$ cat config.mk
export PLATFORM = sky130hd
export DESIGN_NAME = rcbp_top
export DESIGN_NICKNAME = d
export VERILOG_FILES = /design/src/inc/rcbp_pkg.sv /design/src/inc/rcbp_fifo_if.sv /design/src/verilog/rcbp_top.sv /design/src/verilog/rcbp_cell_store.sv
export VERILOG_INCLUDE_DIRS = /design/src /design/src/inc
export SDC_FILE = /design/constraint.sdc
export NUM_CORES = 2
export LEC_CHECK = 0
export BUFFER_PORTS_ARGS = -buffer_cell sky130_fd_sc_hd__buf_2
export CORE_MARGIN = 3
export CORE_UTILIZATION = 50
export CTS_CLUSTER_DIAMETER = 30
export CTS_CLUSTER_SIZE = 30
export DETAILED_ROUTE_END_ITERATION = 6
export PLACE_DENSITY_LB_ADDON = 0.2
export SYNTH_ARGS = -nofsm -noshare
export SYNTH_HDL_FRONTEND = slang
export SYNTH_SLANG_ARGS = --single-unit
$ cat constraint.sdc
create_clock -name pclk -period 5.9 [get_ports pclk]
set_input_delay 0.295 -clock pclk [delete_from_list [all_inputs] [get_ports pclk]]
set_output_delay 0.295 -clock pclk [all_outputs]
set_load 0.02 [all_outputs]
$ cat src/inc/rcbp_cfg.svh
// Offsets, field positions, reset values and timing figures of the receive cell bus port.
// Assumes a 12-bit APB byte address and 32-bit register words.
`ifndef RCBP_CFG_SVH
`define RCBP_CFG_SVH

// Register byte addresses.
`define RCBP_CTRL_ADDR 12'h000
`define RCBP_STAT_ADDR 12'h004

// Control register field positions.
`define RCBP_SIZE_LO 0
`define RCBP_WIDTH_LO 2
`define RCBP_MPHY_BIT 6
`define RCBP_LEVEL_BIT 7
`define RCBP_PLL_BIT 8
`define RCBP_PHY_LO 16
`define RCBP_CTRL_MASK 32'h001F_01FF
`define RCBP_CTRL_RESET 32'h0000_0083

// Octets per cell for each cell size code.
`define RCBP_OCTETS_52 52
`define RCBP_OCTETS_53 53
`define RCBP_OCTETS_54 54

// Clock figures in MHz and the cycle counts derived from them.
`define RCBP_PCLK_MHZ 250
`define RCBP_LINK_MHZ_LOW 25
`define RCBP_LINK_MHZ_MID 33
`define RCBP_LINK_MHZ_MAX 50
`define RCBP_LINK_PERIOD_CYC (`RCBP_PCLK_MHZ / `RCBP_LINK_MHZ_MAX)
`define RCBP_LINK_PERIOD_MIN_CYC 4

`endif

$ cat src/inc/rcbp_pkg.sv
// Types shared by the receive cell bus port modules.
// Assumes rcbp_cfg.svh is included by each user for the constants.
package rcbp_pkg;

  typedef enum logic [1:0] {
    RCBP_W_OFF,
    RCBP_W8,
    RCBP_W16,
    RCBP_W_BAD
  } rcbp_width_t;

  typedef enum logic [1:0] {
    RCBP_S52,
    RCBP_S53,
    RCBP_S54,
    RCBP_S_BAD
  } rcbp_size_t;

  typedef struct packed {
    logic [31:0] ctrl;
    logic [31:0] prdata;
    logic pready;
    logic pslverr;
    logic [2:0] lclk_s;
    logic [1:0] en_s_n;
    logic en_prev_n;
    logic [4:0] addr_s1;
    logic [4:0] addr_s2;
    logic [4:0] addr_lat;
    logic [15:0] data;
    logic [15:0] oe;
    logic par;
    logic soc;
    logic clav;
    logic clkout;
    logic [5:0] ptr;
    logic mid;
  } rcbp_state_t;

endpackage

$ cat src/inc/rcbp_fifo_if.sv
// Read side of the receive cell store, between the port logic and the store.
// Assumes both ends run on pclk.
`timescale 1ns/1ps
interface rcbp_fifo_if;
  logic [15:0] rd_data;
  logic cells_avail;
  logic pop;
  logic pop_first;
  modport port (input rd_data, input cells_avail, output pop, output pop_first);
  modport store (output rd_data, output cells_avail, input pop, input pop_first);
endinterface

$ cat src/verilog/rcbp_top.sv
// Receive cell bus port: hands stored cells to the ATM layer over a UTOPIA style bus.
// Assumes the link clock and pins come from outside pclk and the registers are on APB.
//
// Added by the designer: the placing of the registers and register access over APB.
`timescale 1ns/1ps
`include "rcbp_cfg.svh"
module rcbp_top
  import rcbp_pkg::*;
#(
  parameter int DEPTH = 128
) (
  input wire logic pclk,
  input wire logic presetn,
  input wire logic ce,
  input wire logic psel,
  input wire logic penable,
  input wire logic pwrite,
  input wire logic [11:0] paddr,
  input wire logic [31:0] pwdata,
  input wire logic [3:0] pstrb,
  output logic [31:0] prdata,
  output logic pready,
  output logic pslverr,
  input wire logic cell_wr_valid,
  input wire logic [15:0] cell_wr_data,
  input wire logic cell_wr_last,
  output logic cell_wr_ready,
  input wire logic rx_cell_bus_clock_in,
  input wire logic rx_read_enable_n,
  input wire logic [4:0] rx_phy_select_addr,
  output logic [15:0] rx_cell_data_bus_o,
  output logic [15:0] rx_cell_data_bus_oe,
  output logic rx_cell_odd_parity,
  output logic rx_cell_start_pulse,
  output logic rx_cell_available,
  output logic rx_cell_bus_clock_out
);

  // 800 Mbps is one 16-bit word per rising edge of a 50 MHz link clock; the
  // sampler needs at least four pclk cycles per link period to see it.
  initial
  begin
    if (`RCBP_LINK_PERIOD_CYC < `RCBP_LINK_PERIOD_MIN_CYC)
      $error("Link clock too fast for pclk edge sampling.");
  end

  // ----------------------------------------------------------------
  // Helpers
  // ----------------------------------------------------------------

  // Words per cell for a width and size code; zero marks an idle or
  // illegal combination, which keeps the port off the bus.
  function automatic logic [5:0] words_per_cell(input rcbp_width_t w, input rcbp_size_t s);
    logic [5:0] octets;
    octets = 6'd0;
    unique case (s)
      RCBP_S52: octets = 6'(`RCBP_OCTETS_52);
      RCBP_S53: octets = (w == RCBP_W8) ? 6'(`RCBP_OCTETS_53) : 6'd0;
      RCBP_S54: octets = 6'(`RCBP_OCTETS_54);
      RCBP_S_BAD: octets = 6'd0;
    endcase
    unique case (w)
      RCBP_W8: return octets;
      RCBP_W16: return {1'b0, octets[5:1]};
      RCBP_W_OFF: return 6'd0;
      RCBP_W_BAD: return 6'd0;
    endcase
  endfunction

  // Byte-lane merge for APB writes.
  function automatic logic [31:0] merge_bytes(input logic [31:0] old, input logic [31:0] nw,
                                              input logic [3:0] strb);
    logic [31:0] r;
    r = old;
    for (int i = 0; i < 4; i++)
    begin
      if (strb[i])
        r[8*i +: 8] = nw[8*i +: 8];
    end
    return r;
  endfunction

  rcbp_state_t q;
  rcbp_state_t d;
  rcbp_fifo_if f ();
  logic pop_c;
  logic pop_first_c;
  logic link_rise;
  rcbp_width_t width;
  rcbp_size_t size;
  logic [5:0] words;
  logic multi;
  logic level12;
  logic en_eff_n;
  logic [4:0] addr_now;
  logic selected;
  logic last;
  logic [15:0] word;

  assign width = rcbp_width_t'(q.ctrl[`RCBP_WIDTH_LO +: 2]);
  assign size = rcbp_size_t'(q.ctrl[`RCBP_SIZE_LO +: 2]);
  assign words = words_per_cell(width, size);
  assign multi = q.ctrl[`RCBP_MPHY_BIT];
  assign level12 = q.ctrl[`RCBP_LEVEL_BIT];
  assign link_rise = q.lclk_s[1] && !q.lclk_s[2];

  // ----------------------------------------------------------------
  // Next-state logic
  // ----------------------------------------------------------------

  // APB answers in one access cycle; read data is captured in the setup
  // cycle so that it comes straight from a flip-flop.
  always_comb
  begin
    d = q;
    pop_c = 1'b0;
    pop_first_c = 1'b0;
    last = 1'b0;
    word = 16'h0000;
    d.pready = psel && !penable;
    if (psel && !penable)
    begin
      d.pslverr = 1'b0;
      d.prdata = 32'h0000_0000;
      if (paddr == `RCBP_CTRL_ADDR)
        d.prdata = q.ctrl;
      else if (paddr == `RCBP_STAT_ADDR)
        d.prdata = {16'h0000, 3'b000, q.addr_lat, 5'b00000, q.mid, q.soc, q.clav};
      else
        d.pslverr = 1'b1;
    end
    if (psel && penable && q.pready && pwrite && paddr == `RCBP_CTRL_ADDR)
      d.ctrl = merge_bytes(q.ctrl, pwdata, pstrb) & `RCBP_CTRL_MASK;

    // Enable and address pass two flip-flops and the link clock three; the second stage is read, and edges also compare the clock's third.
    d.lclk_s = {q.lclk_s[1:0], rx_cell_bus_clock_in};
    d.en_s_n = {q.en_s_n[0], rx_read_enable_n};
    d.addr_s1 = rx_phy_select_addr;
    d.addr_s2 = q.addr_s1;

    // Level 3 acts on read enable one link period later than Levels 1/2.
    en_eff_n = level12 ? q.en_s_n[1] : q.en_prev_n;
    // Selection uses the address latched at the last link edge, not the live pins.
    addr_now = q.addr_lat;
    selected = !multi || addr_now == q.ctrl[`RCBP_PHY_LO +: 5];

    // The de-skew output follows the sampled link clock when enabled.
    d.clkout = q.ctrl[`RCBP_PLL_BIT] && q.lclk_s[1];

    // Cell available covers only unstarted complete cells of this PHY.
    d.clav = (words != 6'd0) && f.cells_avail && selected;

    if (words == 6'd0)
    begin
      d.ptr = 6'd0;
      d.mid = 1'b0;
    end

    // A switch away from sixteen-bit mode must not leave the upper lanes driven.
    if (width != RCBP_W16)
      d.oe[15:8] = 8'h00;

    // Data, parity, start of cell and lane enables move on a detected link clock rising edge; only the upper-lane clear above acts at once.
    if (link_rise)
    begin
      d.en_prev_n = q.en_s_n[1];
      if (multi)
        d.addr_lat = q.addr_s2;
      if (words == 6'd0 || en_eff_n || !selected)
      begin
        d.oe = 16'h0000;
        d.soc = 1'b0;
      end
      else
      begin
        d.oe = (width == RCBP_W16) ? 16'hFFFF : 16'h00FF;
        d.soc = 1'b0;
        if (q.mid || f.cells_avail)
        begin
          word = (width == RCBP_W16) ? f.rd_data : {8'h00, f.rd_data[7:0]};
          last = q.ptr >= words - 6'd1;
          d.data = word;
          d.par = ~^word;
          d.soc = q.ptr == 6'd0;
          pop_c = 1'b1;
          pop_first_c = !q.mid;
          d.ptr = last ? 6'd0 : q.ptr + 6'd1;
          d.mid = !last;
        end
      end
    end
  end

  // ----------------------------------------------------------------
  // State register
  // ----------------------------------------------------------------

  // Clock enable low freezes everything, including the pin samplers.
  always_ff @(posedge pclk or negedge presetn)
  begin
    if (!presetn)
    begin
      q <= '0;
      q.ctrl <= `RCBP_CTRL_RESET;
      q.lclk_s <= 3'b000;
      q.en_s_n <= 2'b11;
      q.en_prev_n <= 1'b1;
    end
    else if (ce)
      q <= d;
  end

  assign f.pop = pop_c && ce;
  assign f.pop_first = pop_first_c && ce;

  // ----------------------------------------------------------------
  // Cell store
  // ----------------------------------------------------------------

  rcbp_cell_store #(
    .DEPTH(DEPTH)
  ) u_store (
    .pclk(pclk),
    .presetn(presetn),
    .ce(ce),
    .wr_valid(cell_wr_valid),
    .wr_data(cell_wr_data),
    .wr_last(cell_wr_last),
    .wr_ready(cell_wr_ready),
    .f(f.store)
  );

  assign prdata = q.prdata;
  assign pready = q.pready;
  assign pslverr = q.pslverr;
  assign rx_cell_data_bus_o = q.data;
  assign rx_cell_data_bus_oe = q.oe;
  assign rx_cell_odd_parity = q.par;
  assign rx_cell_start_pulse = q.soc;
  assign rx_cell_available = q.clav;
  assign rx_cell_bus_clock_out = q.clkout;

  // ----------------------------------------------------------------
  // Assertions
  // ----------------------------------------------------------------

  a_hiz_when_high: assert property (@(posedge pclk) disable iff (!presetn)
    ce && link_rise && level12 && q.en_s_n[1] |=> q.oe == 16'h0000)
    else $error("Data bus driven while read enable high.");
  a_data_on_edge: assert property (@(posedge pclk) disable iff (!presetn)
    q.data != $past(q.data) |-> $past(link_rise))
    else $error("Data bus changed away from a link clock edge.");
  a_upper_lanes_off: assert property (@(posedge pclk) disable iff (!presetn)
    width != RCBP_W16 && $past(width) != RCBP_W16 |-> q.oe[15:8] == 8'h00)
    else $error("Upper data lanes driven outside sixteen-bit mode.");
  a_addr_ignored: assert property (@(posedge pclk) disable iff (!presetn)
    !multi && $past(!multi) |-> $stable(q.addr_lat))
    else $error("PHY address latched outside multi-PHY mode.");
  a_addr_latched: assert property (@(posedge pclk) disable iff (!presetn)
    ce && link_rise && multi |=> q.addr_lat == $past(q.addr_s2))
    else $error("PHY address not latched at link edge.");
  a_parity_odd: assert property (@(posedge pclk) disable iff (!presetn)
    ce && pop_c |=> ^{q.par, q.data} == 1'b1)
    else $error("Parity is not odd over the driven word.");
  a_soc_first_word: assert property (@(posedge pclk) disable iff (!presetn)
    $rose(q.soc) |-> $past(link_rise) && q.oe[0] && $past(q.ptr) == 6'd0)
    else $error("Start of cell raised away from the first word.");
  a_soc_one_period: assert property (@(posedge pclk) disable iff (!presetn)
    ce && link_rise && q.soc && d.ptr != 6'd0 |=> !q.soc)
    else $error("Start of cell held past one link period.");
  a_ptr_holds: assert property (@(posedge pclk) disable iff (!presetn)
    ce && en_eff_n && words != 6'd0 |=> q.ptr == $past(q.ptr))
    else $error("Word pointer moved while read enable high.");
  a_clock_out_off: assert property (@(posedge pclk) disable iff (!presetn)
    ce && !q.ctrl[`RCBP_PLL_BIT] |=> !q.clkout)
    else $error("Clock output running with de-skew disabled.");
  a_clav_tracks: assert property (@(posedge pclk) disable iff (!presetn)
    ce && !f.cells_avail |=> !q.clav)
    else $error("Cell available high with no complete cell stored.");
endmodule

$ cat src/verilog/rcbp_cell_store.sv
// Receive cell store: word memory fed by the cell processor, drained by the port.
// Assumes the writer marks the last word of each cell and writes whole cells only.
`timescale 1ns/1ps
`include "rcbp_cfg.svh"
module rcbp_cell_store
  import rcbp_pkg::*;
#(
  parameter int DEPTH = 128
) (
  input wire logic pclk,
  input wire logic presetn,
  input wire logic ce,
  input wire logic wr_valid,
  input wire logic [15:0] wr_data,
  input wire logic wr_last,
  output logic wr_ready,
  rcbp_fifo_if.store f
);
  localparam int AW = $clog2(DEPTH);

  initial
  begin
    if (DEPTH < 64 || (DEPTH & (DEPTH - 1)) != 0)
      $error("Cell store depth must be a power of two of at least 64 words.");
  end

  typedef struct packed {
    logic [AW-1:0] wr_ptr;
    logic [AW-1:0] rd_ptr;
    logic [AW:0] count;
    logic [AW:0] cells;
    logic ready;
  } rcbp_store_t;

  rcbp_store_t q;
  rcbp_store_t d;
  logic [15:0] mem [DEPTH];
  logic push;

  // ----------------------------------------------------------------
  // Pointer and cell bookkeeping
  // ----------------------------------------------------------------

  // A cell counts as available only until its first word leaves, so the
  // port never offers a partly drained cell as a complete one.
  always_comb
  begin
    d = q;
    push = wr_valid && q.ready;
    if (push)
      d.wr_ptr = q.wr_ptr + 1'b1;
    if (f.pop)
      d.rd_ptr = q.rd_ptr + 1'b1;
    d.count = q.count + (AW + 1)'(push) - (AW + 1)'(f.pop);
    d.cells = q.cells + (AW + 1)'(push && wr_last) - (AW + 1)'(f.pop_first);
    d.ready = d.count < (AW + 1)'(DEPTH);
  end

  always_ff @(posedge pclk or negedge presetn)
  begin
    if (!presetn)
      q <= '0;
    else if (ce)
      q <= d;
  end

  // Memory has no reset; only written words are ever read.
  always_ff @(posedge pclk)
  begin
    if (ce && push)
      mem[q.wr_ptr] <= wr_data;
  end

  assign wr_ready = q.ready;
  assign f.rd_data = mem[q.rd_ptr];
  assign f.cells_avail = q.cells != '0;

  a_no_overflow: assert property (@(posedge pclk) disable iff (!presetn)
    q.count <= (AW + 1)'(DEPTH))
    else $error("Cell store holds more words than its depth.");
  a_cell_count: assert property (@(posedge pclk) disable iff (!presetn)
    ce && push && wr_last && !f.pop_first |=> q.cells == $past(q.cells) + 1'b1)
    else $error("Completed cell not counted.");
endmodule

==> flow_metrics.py <==
metrics = {
    "cells_and_area": {
        "areaGrowthSynthToFinish_pct": 21.6,
        "num-fill-cells": 11800,
        "drive_above_1_share_pct": 32.6,
        "nets": 4825,
        "design_area_um2": 104000,
        "finish.utilization_pct": 61.4,
    },
    "place": {
        "dp_slack_ps": 1000,
        "place_area_um2": 89400,
        "gp_congestion": 0.970,
        "hpwl_um": 140000,
        "port_buffers": 116,
    },
    "timing": {
        "setup_viol": 0,
        "fin_tns_setup_ps": 0,
        "setup_ws_ps": 862,
        "hold_viol": 0,
        "slew_viol_final": 0,
        "fmax_mhz": 199,
        "slew_headroom_pct": 14.4,
        "worstMarginPinSlew_ps": 1280,
        "fin_crit_ps": 5040,
        "fin_worst_skew_ps": 67.5,
        "rsz0062_at_grt": "false",
        "finalCritPeriodShare_pct": 85.4,
    },
    "yosys": {
        "ys_ff_latch": 2163,
        "synth_edf_count": 2048,
        "ys_async_sr_fraction_pct": 5.32,
        "synthTopCellsByArea": "edfxtp_1 72%, mux4_2 12%, dfrtp_1 3.2%",
        "ys_top_cells_by_count": "2,048 x edfxtp_1, 446 x mux4_2, 219 x nand2_1",
        "yosysTopAreaCell": "edfxtp_1",
        "syn_area_um2": 85800,
        "syn_inst": 4111,
        "ys.flop_type": "edfxtp_1",
        "ys_seq_area_share_pct": 75.0,
        "synth_cell_types": 87,
        "avgSynthCellArea_um2": 20.9,
        "yosys.area.top_type_share_pct": 71.7,
        "synth.most_common_cell": "edfxtp_1",
        "yosys_warnings": 0,
    },
    "critical_path": {
        "worstPathCellList": "buf_4, mux4_2, nand2_1, nand2_1, o22ai_1, a31oi_1, mux4_2, xor2_1, xnor3_1, xnor3_1, mux2_4",
        "reg2reg_depth": 11,
        "path_class": "flop to flop",
        "reg2reg_to": "rx_cell_odd_parity$_DFFE_PN0P_",
        "r2r_setup_slack_ps": 860,
        "crit_path_top_delay_cell": "dfrtp_4",
        "endpoint_kind": "flop",
        "required_ps": 6700,
        "timing.rr.start": "u_store.q[18]$_DFFE_PN0P_",
        "start_kind": "flop",
        "arrival_ps": 5840,
        "slowest_delay_ps": 900,
        "cp_max_fo": 39,
    },
    "global_routing": {
        "grt-ovfl-total": 0,
        "grt_pass1_vias": 45300,
        "antenna_found_initial": 11,
        "grt_usage_pct": 27.2,
        "grt_max_degree": 97,
        "grt_pass1_wl_um": 337000,
    },
    "power": {
        "powerDensity_nw_per_um2": 405,
        "peakVddDrop_v": 0.000296,
        "power_leakage_nw": 35.2,
        "total_power_mw": 42.2,
    },
    "clocking": {
        "cts-buffers-inserted": 430,
        "hold_buffers": 54,
        "clk_latency_ps": 970,
        "h-tree-depth": 5,
        "cts_sinks": 2163,
        "clockRootBuffer": "clkbuf_16",
        "clk_pin_slew_ps": 50,
        "cts_resized": 0,
        "cts_setup_buffers": 0,
        "cts_tree": "built",
        "clockBufferDepth": 4,
    },
    "worst_hold_path": {
        "holdPathStages": 3,
        "holdPathEnd": "q[103]$_DFFE_PN0P_",
        "hold_path.class": "primary input to flop",
        "hold_start": "pstrb[0]",
    },
    "job": {
        "max_cap_violations": 0,
    },
    "drt": {
        "via_count": 45000,
        "wl_um": 237000,
        "wl_per_cell_um": 32.6,
        "drc": 0,
        "ant_nets": 0,
        "viasPerCell": 6.18,
        "drt_iter0_drc": 5590,
        "dr.pass1.iters": 5,
    },
    "floorplanning": {
        "ios": 150,
        "die_y_um": 420,
        "start_util_pct": 50.5,
        "rows": 151,
        "dieArea_um2": 177000,
        "core_area_um2": 170000,
        "dieWidth_um": 420,
    },
    "outcome": {
        "status": "complete, no violations",
    },
}
## per-layer routing
layer  up-vias  routed length (um)  global-route usage, %
met4         2               10500                   11.8
met2      2537              109000                   40.6
met3       497               23800                   6.99
li1      18300                   -                      -
met5         -                  16                      0
met1     23700               93800                   38.2
## cell type report
| cell class | count | area, um^2 | share of cell area (%) |
|---|---|---|---|
| Sequential cell | 2163 | 64400 | 61.7 |
| Multi-Input combinational cell | 1642 | 19200 | 18.4 |
| Clock buffer | 479 | 11100 | 10.6 |
| Timing Repair Buffer | 437 | 3420 | 3.28 |
| Clock inverter | 300 | 3300 | 3.16 |
| Tap cell | 2218 | 2780 | 2.66 |
| Inverter | 40 | 154 | 0.148 |
| Antenna cell | 3 | 7.51 | 0.00720 |
## power by group
group | internal (mW) | switching, mW
clock | 16.0 | 7.84
combinational | 0.434 | 0.867
sequential | 17.0 | 0.0984
## how the worst max path moves through the flow
stage,endpoint,depth (start not counted),slack [ps],start
3_5_place_dp,rx_cell_odd_parity$_DFFE_PN0P_,11,1000,u_store.q[18]$_DFFE_PN0P_
6_report,rx_cell_odd_parity$_DFFE_PN0P_,11,860,u_store.q[18]$_DFFE_PN0P_
5_1_grt,rx_cell_odd_parity$_DFFE_PN0P_,11,850,u_store.q[18]$_DFFE_PN0P_
3_3_place_gp,rx_cell_odd_parity$_DFFE_PN0P_,11,1010,u_store.q[18]$_DFFE_PN0P_
4_1_cts,rx_cell_odd_parity$_DFFE_PN0P_,11,900,u_store.q[18]$_DFFE_PN0P_
2_1_floorplan,u_store.wr_ready$_DFFE_PN0P_,23,1660,q[100]$_DFFE_PN0P_
## cells by family (layout without fill, tap and decap cells)
kind of cell	Yosys count	in the layout	synth area share, %
AOI/OAI and AO/OA	344	344	2.83
xor gates and xnor gates	45	45	0.525
adders and majority gates	32	32	0.484
buffers and inverters	319	1256	2.84
DFF	2163	2163	75.0
muxes	693	693	15.7
other	1	17	0.00437
and+or+nand+nor	514	514	2.61
## critical path: cells and delay by family (launching register included)
kind	cells	cell delay, ps
mux	3	1320
simple gates	2	140
flops	1	900
compound gates	2	930
buf+inv	1	620
xor+xnor	3	930
## flip-flops by register name, summed over array words and instances, names as in the netlist, 2 cells and up
register	flops
u_store.mem	2048
u_store.q	30
q	27
prdata	18
rx_cell_data_bus_o	16
d	8
addr_now	5
rx_cell_data_bus_oe	2
## metrics by stage
stage / hold WS, ps / cells
global placement: 456 / 6446
CTS: 8.41 / 7279
detailed placement: 462 / 6446
floorplan: -0.591 / 4124
global route: 49.0 / 7279
finish: 86.0 / 7282
## placed cells by master, fill, tap and decap left out, drive strengths merged, types with 15 or more instances in the layout
cell	n
mux2	63
nand3	30
nor2	173
clkbuf	479
nand2	219
nor2b	21
a21oi	55
inv	70
mux4	500
ha	30
dfrtp	109
o21ai	51
clkinvlp	54
a211oi	16
edfxtp	2048
xnor2	29
o22ai	23
bufinv	58
a221oi	28
a22oi	67
buf	383
clkinv	158
mux2i	130
dlygate4sd3	54
and2	15
No activity file was read; power rests on OpenSTA's default activity.
